--- config.mk ---
export PLATFORM = sky130hd
export DESIGN_NAME = external_bus_grant_arbiter
export DESIGN_NICKNAME = d
export VERILOG_FILES = /design/src/design/bus_grant_pkg.sv /design/src/design/external_bus_grant_arbiter.sv
export VERILOG_INCLUDE_DIRS = /design/src /design/src/design
export SDC_FILE = /design/constraint.sdc
export NUM_CORES = 1
export LEC_CHECK = 0
export BUFFER_PORTS_ARGS = -buffer_cell sky130_fd_sc_hd__buf_2
export CORE_UTILIZATION = 49
export DETAILED_ROUTE_END_ITERATION = 6
export PLACE_DENSITY = 0.73
export REMOVE_ABC_BUFFERS = 1
export SLEW_MARGIN = 5
export SYNTH_ARGS = -nofsm -noshare
export SYNTH_HDL_FRONTEND = slang
export SYNTH_SLANG_ARGS = --single-unit
--- constraint.sdc ---
create_clock -name clk_i -period 1.6 [get_ports clk_i]
set_input_delay 0.16 -clock clk_i [delete_from_list [all_inputs] [get_ports clk_i]]
set_output_delay 0.16 -clock clk_i [all_outputs]
set_load 0.01 [all_outputs]
--- src/design/bus_grant_map.svh ---
/*
  Timing and width constants for the external bus grant arbiter.
  Assumes inclusion by bare name from design files only.
*/
`ifndef BUS_GRANT_MAP_SVH
`define BUS_GRANT_MAP_SVH

// Least delay from request to grant, in peripheral clock cycles
`define GRANT_MIN_CYCLES 3
// Width of the grant delay counter
`define GRANT_CNT_W 2
// Reset value of the grant delay counter
`define GRANT_CNT_RESET 2'h0

`endif

--- src/design/bus_grant_pkg.sv ---
/*
  Types for the external bus grant arbiter.
  Assumes no other package.
*/
package bus_grant_pkg;

  // Arbiter state, one-hot
  typedef enum logic [3:0] {
    ST_OWNED   = 4'h1,  // Device owns the bus
    ST_WAIT    = 4'h2,  // Request seen, waiting on internal traffic
    ST_FLOAT   = 4'h4,  // Drivers released, grant next
    ST_GRANTED = 4'h8   // Bus handed to outside master
  } arb_state_type;

endpackage : bus_grant_pkg

--- src/design/external_bus_grant_arbiter.sv ---
/*
  External bus grant arbiter: lets an outside master take the address
  and data bus after internal traffic and any access in progress.
  Assumes the core and memory interface sit on clk_i and hold their
  request/access signals steady until serviced.
*/
// Contract
// - Synchronise request, arbitrate against internal requests
// - External request lowest priority, grant when idle
// - Grant no sooner than three cycles
// - Float drivers first, then assert grant; reset does both on one edge
// - Stall external fetches or accesses while granted
// - No grant between paired external reads
// - Grant allowed between read and write
// - Exclusive mode keeps bus for core
// - Resume exactly where stalled after release
// - Arbitration works in reset and boot
// - In reset grant when request recognised
// - Boot grants only after current byte
// - Hung output when ready but bus away
// - On return drop grant, hung, then access
// - Grant waits cycle after access completes
// - Only current access must finish
// - Drop grant when request removal recognised
`timescale 1ns/1ps
`default_nettype none
`include "bus_grant_map.svh"

module external_bus_grant_arbiter
  import bus_grant_pkg::*;
#(
  parameter int GRANT_DELAY = `GRANT_MIN_CYCLES  // Least request-to-grant delay, cycles
)
(
  input wire logic clk_i,                 // Peripheral clock, 100 MHz
  input wire logic rst_i,                 // Synchronous reset, active high
  input wire logic ce_i,                  // Clock enable, freezes all state
  input wire logic ext_bus_request_n_i,   // Outside master request, async
  input wire logic core_req_i,            // Core internal bus request
  input wire logic periph_req_i,          // Peripheral/DMA internal request
  input wire logic access_busy_i,         // External access in progress
  input wire logic read_pair_i,           // Between two reads of one instruction
  input wire logic exclusive_i,           // Core takes interface exclusively
  input wire logic boot_active_i,         // Boot loader running
  input wire logic boot_byte_busy_i,      // Boot byte load incl. wait states
  input wire logic ext_fetch_i,           // Core wants external memory space
  output logic bus_grant_n_o,             // Grant to outside master, low
  output logic grant_hung_n_o,            // Hung grant, low
  output logic drivers_en_o,              // Bus output drivers enabled
  output logic core_stall_o               // Hold the core pipeline
);

  // All state in one struct
  typedef struct packed {
    logic req_meta;               // Synchroniser first stage
    logic req_sync;               // Synchroniser second stage, high = request
    logic [`GRANT_CNT_W-1:0] cnt; // Cycles since request seen
    arb_state_type st;            // Arbiter state
    logic grant;                  // Grant asserted
    logic hung;                   // Hung grant asserted
    logic drv_en;                 // Drivers enabled
  } arb_regs_type;

  arb_regs_type state_reg;
  arb_regs_type state_next;
  logic internal_busy;  // Any reason to keep the bus
  logic req_now;        // Synchronised request level

  // Refuse a delay the two-bit wait counter cannot count out;
  // below three the synchroniser alone would break the minimum
  if (GRANT_DELAY < 3 || GRANT_DELAY > (1 << `GRANT_CNT_W)) begin : g_delay_check
    $error("Grant delay not servable by the wait counter");
  end

  // Last wait cycle reached; shared by the count, the float step and a check
  function automatic logic wait_done(input logic [`GRANT_CNT_W-1:0] cnt);
    return cnt == `GRANT_CNT_W'(GRANT_DELAY - 1);
  endfunction : wait_done

  // Bus back with the device: grant and hung off, drivers on, count cleared.
  // Used by reset, release, withdrawal and illegal codes so they cannot drift.
  function automatic arb_regs_type owned_state(input arb_regs_type cur);
    arb_regs_type r;
    r = cur;
    r.st = ST_OWNED;
    r.cnt = `GRANT_CNT_RESET;
    r.grant = 1'b0;
    r.hung = 1'b0;
    r.drv_en = 1'b1;
    return r;
  endfunction : owned_state

  // Bus handed away: drivers floated and grant raised in one step.
  // Only reset takes this shortcut; normal grants float a cycle ahead.
  function automatic arb_regs_type granted_state(input arb_regs_type cur);
    arb_regs_type r;
    r = cur;
    r.st = ST_GRANTED;
    r.cnt = `GRANT_CNT_RESET;
    r.grant = 1'b1;
    r.hung = 1'b0;
    r.drv_en = 1'b0;
    return r;
  endfunction : granted_state

  // Blocking conditions, decided before each grant
  always_comb begin
    req_now = state_reg.req_sync;
    // Internal requests beat the outside master; in reset nothing blocks
    internal_busy = !rst_i && (core_req_i || periph_req_i || access_busy_i ||
                    read_pair_i || exclusive_i ||
                    (boot_active_i && boot_byte_busy_i));
  end

  // Next-state logic; the synchroniser runs in every state, reset included
  always_comb begin
    state_next = state_reg;
    state_next.req_meta = !ext_bus_request_n_i;
    state_next.req_sync = state_reg.req_meta;
    if (rst_i) begin
      // Reset keeps arbitration alive: the bus follows the synced request
      if (req_now) begin
        // Grant on the cycle the request is recognised, no float step
        state_next = granted_state(state_next);
      end else begin
        // No request: device owns the bus; an unknown power-up state lands here
        state_next = owned_state(state_next);
      end
    end else begin
      unique case (state_reg.st)
        ST_OWNED: begin
          state_next.cnt = `GRANT_CNT_RESET;
          if (req_now) begin
            state_next.st = ST_WAIT;
          end
        end
        ST_WAIT: begin
          // Count the delay, saturating on the last wait cycle
          if (!wait_done(state_reg.cnt)) begin
            state_next.cnt = state_reg.cnt + `GRANT_CNT_W'(1);
          end
          if (!req_now) begin
            // Request withdrawn before grant
            state_next = owned_state(state_next);
          end else if (!internal_busy && wait_done(state_reg.cnt)) begin
            // Float drivers one cycle before grant; a write after a read may
            // lose the bus here since only the current access must end
            state_next.st = ST_FLOAT;
            state_next.drv_en = 1'b0;
          end else begin
            // Internal traffic or the delay still holds the request off
            state_next.st = ST_WAIT;
          end
        end
        ST_FLOAT: begin
          if (req_now) begin
            // Drivers already off since last edge, grant now
            state_next.grant = 1'b1;
            state_next.st = ST_GRANTED;
          end else begin
            // Master gave up meanwhile; take the bus back
            state_next = owned_state(state_next);
          end
        end
        ST_GRANTED: begin
          // Hung follows a core that waits on external space
          state_next.hung = ext_fetch_i;
          if (!req_now) begin
            // Release: grant and hung drop together, drivers back on the same edge
            state_next = owned_state(state_next);
          end
        end
        default: begin
          // Illegal code recovers to owned
          state_next = owned_state(state_next);
        end
      endcase
    end
  end

  // Register the state; the clock enable freezes everything, reset included
  always_ff @(posedge clk_i) begin
    if (ce_i) begin
      state_reg <= state_next;
    end
  end

  // Outputs from flip-flops; stall is a handshake so may be combinational
  assign bus_grant_n_o = !state_reg.grant;
  assign grant_hung_n_o = !state_reg.hung;
  assign drivers_en_o = state_reg.drv_en;
  // Stall only holds the core, so nothing is lost or repeated
  assign core_stall_o = ext_fetch_i && (state_reg.grant || !state_reg.drv_en);
endmodule : external_bus_grant_arbiter
`default_nettype wire

==> impl_metrics.csv, run 1 <==
group,metric,value,unit
sta,fin_crit,1.511,ns
placed_design,io_buffers,15,
sta,finClkSkew,0.002820,ns
yosys,synth-compound-area-share,0.1167,
yosys,yosys_warnings,0,
worst_hold_path,hold_depth,2,
floorplan,num_rows,12,
worst_setup_path,cp-end-kind,"register",
clocking,clk_pin_slew_worst_paths,0.07,ns
yosys,syn_area,643.1,um^2
cells_and_area,layout.nets,92,
global_route,grt_pass1_vias,464,
cells_and_area,multi_input_area,272.8,um^2
global_route,antenna_found_initial,0,
pwr,ir_drop,0.5793,mV
floorplan,die-area,0.001462,mm^2
placed_design,dp_hpwl,888.1,um
worst_hold_path,hold_end,"state_reg[10]$_DFFE_PP_",
yosys,synth_top_family_by_area,"simple AND/OR/NAND/NOR gates",
clocking,tritoncts,"built",
yosys,synth_xor_area_frac,0.04086,
worst_setup_path,max_stage_delay,0.50,ns
floorplan,core_area,0.001156,mm^2
yosys,synth-simple-area-share,0.2471,
placed_design,gp_congestion,0.8060,
detailed_routing,vias_per_cell,5.739,
clocking,clock_latency,0.27,ns
worst_setup_path,crit_family,"flip-flops",
detailed_routing,first_iter_violations,16,
detailed_routing,drc,0,
worst_setup_path,cp-start-kind,"register",
cells_and_area,diodes,0,
sta,setup_violations,0,
worst_setup_path,arrival,1.47,ns
detailed_routing,wirelength,1.279,mm
worst_setup_path,slowest_stage,"edfxtp_1",
floorplan,die_h,38.23,um
yosys,yosysSeqAreaShare,0.5136,
worst_setup_path,path_max_fanout,6,
sta,worst_pin_slew,0.2833,ns
cells_and_area,utilization,0.6732,
cells_and_area,regArea,330.3,um^2
sta,max_freq,661.9,MHz
pwr,p_per_area,829.2,mW/mm^2
sta,period_share,0.9442,
yosys,synth_cell_types,28,
clocking,cts_max_path_buffers,2,
sta,finalHoldViolCount,0,
pwr,power.static_leakage,0.3487,nW
floorplan,start_util,0.5563,
floorplan,ios,16,
clocking,clock_sinks,11,
detailed_routing,ant_nets,0,
yosys,ys_ff_latch,11,
cells_and_area,fillCellCount,84,
worst_setup_path,r2r_start,"state_reg[6]$_DFFE_PP_",
global_route,gr-total-overflow,0,
clocking,cts_inserted_buffers,3,
worst_setup_path,timing.rr.end,"drivers_en_o$_DFFE_PP_",
clocking,clockRootBuffer,"clkbuf_4",
sta,drv_slew,0,
detailed_routing,wl_per_cell,13.90,um
sta,fin_tns_setup,0,ns
cells_and_area,final_layout_size_suffix_gt1_frac,0.3590,
sta,rsz0062_at_grt,"false",
clocking,cts_max_level,1,
worst_setup_path,worstSetupPathType,"register to register",
global_route,grt_usage,0.1983,
sta,slew_headroom,0.8103,
cells_and_area,syn_to_final_growth,21.01,%
yosys,post_synth.cell_area_avg,11.28,um^2
yosys,synthCells,57,
worst_setup_path,crit_buf_inv,0,
global_route,grt_pass1_wl,1.849,mm
yosys,synth_fa_ha_area_frac,0.01946,
floorplan,dieWidth,38.23,um
detailed_routing,vias,528,
worst_setup_path,path_cells,"xor2_1, a21bo_2, a211oi_1",
global_route,grt_max_degree,8,
worst_setup_path,rrSetupSlack,0.09,ns
worst_setup_path,crit_required,1.56,ns
worst_hold_path,hold_class,"primary input to register",
run_status,status,"complete, no violations",
job,maxCapViolations,0,
yosys,synthMuxAreaShare,0,
worst_hold_path,min_from,"ext_bus_request_n_i",
cells_and_area,largest_reg_flops,9,
detailed_routing,drt_pass1_iterations,4,
worst_setup_path,r2r_cells,3,
what timing repair did:
item                       4_1_cts  5_1_grt
setup endpoints to repair        0        1
buffers inserted                 0        4
hold buffers                     0        0
gates resized for setup          0        0
placed cells by master (no fill, tap or decap), types with 2 or more instances in the layout:
| master | synthesis | routed |
|---|---|---|
| nor3_1 | 2 | 2 |
| nor2_1 | 4 | 4 |
| a211oi_1 | 2 | 2 |
| a21oi_1 | 3 | 3 |
| and3_1 | 2 | 2 |
| buf_2 | 2 | 15 |
| nand2_1 | 3 | 3 |
| and4_1 | 2 | 2 |
| inv_1 | 5 | 5 |
| buf_4 | 0 | 5 |
| nand3_1 | 2 | 2 |
| o21ai_0 | 2 | 2 |
| clkbuf_4 | 0 | 3 |
| xor2_1 | 2 | 2 |
| edfxtp_1 | 11 | 11 |
worst reg2reg max path, cell delays in order, from the launching register on:
cell and delay [ns]:
edfxtp_1 0.50, xor2_1 0.21, a21bo_2 0.23, a211oi_1 0.26
logic make-up (layout without fill, tap and decap cells):
family                   Yosys count  count (layout)
AO/OA/AOI/OAI                     11              11
XOR/XNOR                           3               3
adder cells (fa/ha/maj)            1               1
buffers and inverters              8              29
flip-flops                        11              11
AND/OR/NAND/NOR                   23              23
area by class of cell:
cell class | count | share of cell area
clock buffer | 4 | 0.03376
inverter | 5 | 0.02412
multi-input combinational | 38 | 0.3505
sequential | 11 | 0.4244
tap | 14 | 0.02251
timing repair buffer | 20 | 0.1447
synth_stat cells:
cell,number,area [um^2]
buf_2,2,10.01
and4b_2,1,11.26
nand3b_1,1,7.510
nor2_2,1,6.260
nor4b_4,1,23.77
nand3b_2,1,11.26
a21o_1,1,7.510
xor2_1,2,17.52
nor3_1,2,10.01
nor3b_1,1,7.510
and3_1,2,12.51
nor2_1,4,15.01
nor2b_1,1,6.260
ha_1,1,12.51
inv_1,5,18.77
o211a_1,1,10.01
and4_1,2,17.52
a21bo_2,1,10.01
o211ai_1,1,7.510
o21ai_0,2,10.01
xnor2_1,1,8.760
a21oi_1,3,15.01
nand2_1,3,11.26
edfxtp_1,11,330.3
buf_6,1,11.26
a211oi_1,2,15.01
nand4b_1,1,8.760
nand3_1,2,10.01
power by group:
| group | internal, mW | switching [mW] |
|---|---|---|
| Sequential | 0.340 | 0.0196 |
| Combinational | 0.0478 | 0.0455 |
| Clock | 0.0966 | 0.0961 |
worst max-delay path by stage:
stage	startpoint	to	slack, ns	cells past startpoint
2_1_floorplan	state_reg[6]$_DFFE_PP_	drivers_en_o$_DFFE_PP_	0.19	3
3_3_place_gp	state_reg[6]$_DFFE_PP_	drivers_en_o$_DFFE_PP_	0.07	3
3_5_place_dp	state_reg[6]$_DFFE_PP_	drivers_en_o$_DFFE_PP_	0.07	3
4_1_cts	state_reg[6]$_DFFE_PP_	drivers_en_o$_DFFE_PP_	0.06	3
5_1_grt	state_reg[6]$_DFFE_PP_	drivers_en_o$_DFFE_PP_	0.003	3
6_report	state_reg[6]$_DFFE_PP_	drivers_en_o$_DFFE_PP_	0.09	3
metal layers:
| metal | vias up | GRT usage | wire, um |
|---|---|---|---|
| met5 | - | 0 | 0 |
| met3 | 3 | 0.05233 | 70 |
| met4 | 0 | 0.1339 | 23 |
| li1 | 251 | - | - |
| met1 | 247 | 0.2366 | 541 |
| met2 | 27 | 0.3093 | 644 |
through the flow:
step | hold WS [ns] | total power [mW] | worst slack, ns | cells | area, um^2
after floorplan | 0.2725 | 0.4119 | 0.1883 | 54 | 621.8
after global placement | 0.3959 | 0.4462 | 0.06539 | 84 | 721.9
after detailed placement | 0.4080 | 0.4489 | 0.06675 | 84 | 721.9
after CTS | 0.1268 | 0.6405 | 0.06002 | 88 | 748.2
after global routing | 0.1280 | 0.6668 | 0.003489 | 92 | 778.2
final | 0.1310 | 0.6453 | 0.08929 | 92 | 778.2
Note: power is estimated with default switching activity, not from simulation.
==> run 2: changes to the inputs <==
--- a/config.mk
+++ b/config.mk
@@ -10,6 +10,7 @@
 export CORE_UTILIZATION = 49
 export DETAILED_ROUTE_END_ITERATION = 6
 export PLACE_DENSITY = 0.73
+export RECOVER_POWER = 100
 export REMOVE_ABC_BUFFERS = 1
 export SLEW_MARGIN = 5
 export SYNTH_ARGS = -nofsm -noshare
==> run 2 against run 1 <==
  * Count of clock-buffer cells in the layout unchanged
  * Global-route usage unchanged
  * Sequential power about the same
  * Combinational power down 3.5%
  * Critical endpoint unchanged
  * Highest routed layer unchanged
==> impl_metrics.csv, run 2 (synthesized netlist as in run 1, its figures left out) <==
group,metric,value,unit
job,maxCapViolations,0,
global_route,gr-total-overflow,0,
sta,max_freq,657.8,MHz
clocking,cts_max_path_buffers,2,
pwr,power.static_leakage,0.3284,nW
sta,setup_violations,0,
placed_design,dp_hpwl,888.1,um
cells_and_area,layout.nets,92,
cells_and_area,final_common_cell,"edfxtp_1",
worst_hold_path,min_from,"ext_bus_request_n_i",
global_route,grt_pass1_vias,464,
cells_and_area,largest_reg_flops,9,
floorplan,dieWidth,38.23,um
detailed_routing,vias_per_cell,5.511,
sta,rsz0062_at_grt,"false",
sta,drv_slew,0,
worst_setup_path,crit_path_start,"state_reg[6]$_DFFE_PP_",
placed_design,io_buffers,15,
clocking,cts_inserted_buffers,3,
cells_and_area,final_layout_size_suffix_gt1_frac,0.2692,
clocking,tritoncts,"built",
clocking,clock_latency,0.27,ns
cells_and_area,utilization,0.6613,
detailed_routing,wl_per_cell,13.73,um
detailed_routing,first_iter_violations,18,
sta,worst_pin_slew,0.2911,ns
clocking,cts_max_level,1,
detailed_routing,wirelength,1.263,mm
sta,fin_tns_setup,0,ns
clocking,cts_hold_buf,0,
clocking,cts_resized,0,
clocking,clock_sinks,11,
cells_and_area,diodes,0,
clocking,clockRootBuffer,"clkbuf_4",
placed_design,gp_congestion,0.8060,
sta,slew_headroom,0.8051,
detailed_routing,drc,0,
run_status,status,"complete, no violations",
worst_setup_path,r2r_start,"state_reg[6]$_DFFE_PP_",
cells_and_area,syn_to_final_growth,18.87,%
worst_setup_path,worstSetupPathType,"register to register",
clocking,cts_setup_buffers,0,
detailed_routing,ant_nets,0,
pwr,p_per_area,840.0,mW/mm^2
floorplan,start_util,0.5563,
worst_setup_path,path_max_fanout,6,
sta,finClkSkew,0.002365,ns
clocking,clk_pin_slew_worst_paths,0.07,ns
cells_and_area,fillCellCount,90,
global_route,antenna_found_initial,0,
worst_hold_path,hold_class,"primary input to register",
detailed_routing,drt_pass1_iterations,4,
pwr,finalPower,0.6422,mW
floorplan,die_h,38.23,um
global_route,grt_usage,0.1983,
global_route,grt_pass1_wl,1.849,mm
floorplan,ios,16,
cells_and_area,final_cell_mix,"edfxtp_1, buf_2, clkbuf_1",
worst_setup_path,crit_required,1.56,ns
sta,fin_crit,1.520,ns
floorplan,core_area,0.001156,mm^2
sta,period_share,0.9502,
sta,finalHoldViolCount,0,
pwr,ir_drop,0.5786,mV
floorplan,num_rows,12,
worst_setup_path,cp-start-kind,"register",
global_route,grt_max_degree,8,
detailed_routing,vias,507,
worst_setup_path,arrival,1.48,ns
floorplan,die-area,0.001462,mm^2
worst_setup_path,cp-end-kind,"register",
[run 2: changes by cell type in the layout (fill, tap and decap cells not counted)]
cell / change
buf_2: -5
buf_4: -3
clkbuf_1: +7
clkbuf_4: +1
[run 2: layout make-up]
cell class              count  area (um^2)  area share
well taps                  14        17.52     0.02291
multi-input cells          38        272.8      0.3568
flip-flops and latches     11        330.3      0.4321
clock buffers               4        26.28     0.03437
inverters                   5        18.77     0.02455
repair buffers             20        98.84      0.1293
[run 2: worst paths after layout]
| path | endpoint | slack (ns) | cells after the start |
|---|---|---|---|
| hold / removal | state_reg[10]$_DFFE_PP_ | 0.13 | 2 |
| hold reg to reg | req_now$_DFFE_PP_ | 0.47 | 0 |
| setup / recovery | drivers_en_o$_DFFE_PP_ | 0.08 | 3 |
| setup reg to reg | drivers_en_o$_DFFE_PP_ | 0.08 | 3 |
[run 2: critical path: stages, from the launching register on]
cell and delay [ns]:
edfxtp_1 0.50, xor2_1 0.21, a21bo_2 0.23, a211oi_1 0.27
[run 2: per-stage QoR]
stage | hold slack (ns) | std cells | setup WS, ns | instance area [um^2]
2_1_floorplan | 0.2725 | 54 | 0.1883 | 621.8
3_3_place_gp | 0.3959 | 84 | 0.06539 | 721.9
3_5_place_dp | 0.4080 | 84 | 0.06675 | 721.9
4_1_cts | 0.1268 | 88 | 0.06002 | 748.2
5_1_grt | 0.1280 | 92 | 0.004930 | 764.5
6_report | 0.1306 | 92 | 0.07974 | 764.5
[run 2: layer usage]
layer	wire length (um)	vias up	track usage
met5	0	-	0
met1	532	229	0.2366
met4	23	0	0.1339
met2	639	23	0.3093
met3	67	3	0.05233
li1	-	252	-
[run 2: where the power goes]
part           leakage, nW  internal (mW)  switching [mW]
Sequential           0.109          0.340          0.0194
Combinational        0.204         0.0442          0.0458
Clock               0.0150         0.0966          0.0963
==> run 3: changes to the inputs <==
--- a/config.mk
+++ b/config.mk
@@ -7,7 +7,10 @@
 export NUM_CORES = 1
 export LEC_CHECK = 0
 export BUFFER_PORTS_ARGS = -buffer_cell sky130_fd_sc_hd__buf_2
-export CORE_UTILIZATION = 49
+export CELL_PAD_IN_SITES_DETAIL_PLACEMENT = 1
+export CELL_PAD_IN_SITES_GLOBAL_PLACEMENT = 2
+export CORE_ASPECT_RATIO = 0.75
+export CORE_UTILIZATION = 31
 export DETAILED_ROUTE_END_ITERATION = 6
 export PLACE_DENSITY = 0.73
 export RECOVER_POWER = 100
==> run 3 against run 2 <==
  * Global-route usage fell by 4.3 points
  * Combinational power rose by 2.7%
  * Register-to-register slack barely moved
  * Critical path depth did not move
  * Critical endpoint is now state_reg[8]$_SDFFCE_PP0P_
  * Largest cell class unchanged
==> impl_metrics.csv, run 3 (synthesized netlist as in run 1, its figures left out) <==
group,metric,value,unit
floorplan,ios,16,
sta,fin_crit,1.527,ns
sta,setup_violations,0,
placed_design,io_buffers,15,
cells_and_area,final_layout_size_suffix_gt1_frac,0.2692,
pwr,p_per_area,821.9,mW/mm^2
global_route,grt_usage,0.1555,
detailed_routing,vias,509,
cells_and_area,regArea,330.3,um^2
pwr,power.static_leakage,0.3278,nW
cells_and_area,layout.nets,92,
worst_setup_path,path_cells,"nor2b_1, and4b_2, a21oi_1",
detailed_routing,drc,0,
global_route,grt_max_degree,8,
cells_and_area,multi_input_area,272.8,um^2
detailed_routing,wl_met3,53,um
sta,finClkSkew,0.001928,ns
clocking,clk_pin_slew_worst_paths,0.07,ns
pwr,ir_drop,0.2932,mV
worst_setup_path,cp-start-kind,"register",
worst_setup_path,slowest_stage,"edfxtp_1",
floorplan,start_util,0.3499,
detailed_routing,wl_met2,616,um
worst_setup_path,cp-end-kind,"register",
worst_setup_path,arrival,1.47,ns
clocking,clock_sinks,11,
clocking,cts_hold_buf,0,
sta,worst_pin_slew,0.2879,ns
job,maxCapViolations,0,
detailed_routing,first_iter_violations,5,
worst_setup_path,path_max_fanout,5,
placed_design,dp_hpwl,1.186,mm
sta,fin_tns_setup,0,ns
cells_and_area,largest_reg_flops,9,
clocking,cts_max_level,1,
detailed_routing,highest_layer,"met4",
detailed_routing,wirelength,1.408,mm
detailed_routing,wl_per_cell,14.08,um
worst_hold_path,hold_class,"primary input to register",
cells_and_area,final_common_cell,"edfxtp_1",
cells_and_area,syn_to_final_growth,20.43,%
cells_and_area,diodes,0,
sta,slew_headroom,0.8080,
sta,hold_ws,0.1266,ns
global_route,antenna_found_initial,0,
sta,rsz0062_at_grt,"false",
global_route,grt_pass1_wl,2.366,mm
run_status,status,"complete, no violations",
clocking,cts_max_path_buffers,2,
worst_setup_path,worstSetupPathType,"register to register",
placed_design,dp_slack,0.08330,ns
global_route,gr-total-overflow,0,
cells_and_area,final_cell_mix,"edfxtp_1, buf_2, clkbuf_1",
worst_setup_path,max_stage_delay,0.48,ns
placed_design,gp_congestion,0.7779,
detailed_routing,drt-met1-wl,711,um
clocking,tritoncts,"built",
cells_and_area,fillCellCount,217,
worst_setup_path,crit_required,1.55,ns
sta,setup_ws,0.07349,ns
sta,max_freq,655.1,MHz
sta,finalHoldViolCount,0,
clocking,clock_latency,0.26,ns
floorplan,core_area,0.001838,mm^2
detailed_routing,ant_nets,0,
clocking,clockRootBuffer,"clkbuf_4",
sta,period_share,0.9541,
cells_and_area,utilization,0.4214,
clocking,cts_inserted_buffers,3,
detailed_routing,vias_per_cell,5.090,
detailed_routing,drt_pass1_iterations,2,
global_route,grt_pass1_vias,487,
sta,drv_slew,0,
floorplan,die-area,0.002263,mm^2
floorplan,die_h,41.45,um
floorplan,dieWidth,54.60,um
floorplan,num_rows,13,
==> run 3: power breakdown <==
part           internal (mW)  switching (mW)
clock                 0.0964          0.0901
combinational         0.0445          0.0479
sequential             0.340          0.0179
total                  0.481           0.156
==> run 3: what timing repair did <==
action / 4_1_cts / 5_1_grt
setup endpoints to repair: 0 / 6
gates resized for setup: 0 / 0
buffers inserted: 0 / 2
==> run 3: through the flow <==
stage                     total power, mW  instances  area [um^2]
after global routing               0.6752        100        774.5
after global placement             0.4557         94        747.0
final                              0.6366        100        774.5
after CTS                          0.6521         98        773.2
after floorplan                    0.4119         54        621.8
after detailed placement           0.4592         94        747.0
==> run 3: metal layers <==
metal / global-route usage / vias up
li1: - / 254
met2: 0.2145 / 11
met3: 0.05495 / 2
met5: 0 / -
met1: 0.2100 / 242
met4: 0.07692 / 0
==> run 3: layout make-up <==
cell class	instances	area share
well taps	22	0.03554
clock buffers	4	0.03393
flip-flops and latches	11	0.4265
multi-input cells	38	0.3522
repair buffers	20	0.1276
inverters	5	0.02423
==> run 3: final timing paths <==
kind | start | endpoint | slack (ns) | depth (start not counted)
setup / recovery | req_now$_DFFE_PP_ | state_reg[8]$_SDFFCE_PP0P_ | 0.07 | 3
setup reg to reg | req_now$_DFFE_PP_ | state_reg[8]$_SDFFCE_PP0P_ | 0.07 | 3
hold reg to reg | state_reg[10]$_DFFE_PP_ | req_now$_DFFE_PP_ | 0.42 | 0
hold / removal | ext_bus_request_n_i | state_reg[10]$_DFFE_PP_ | 0.13 | 2
==> run 3: worst max-delay path, delay by kind of cell (launching register included) <==
kind	cells	cell delay, ns
DFF	1	0.48
and+or+nand+nor	2	0.45
AOI/OAI and AO/OA	1	0.28
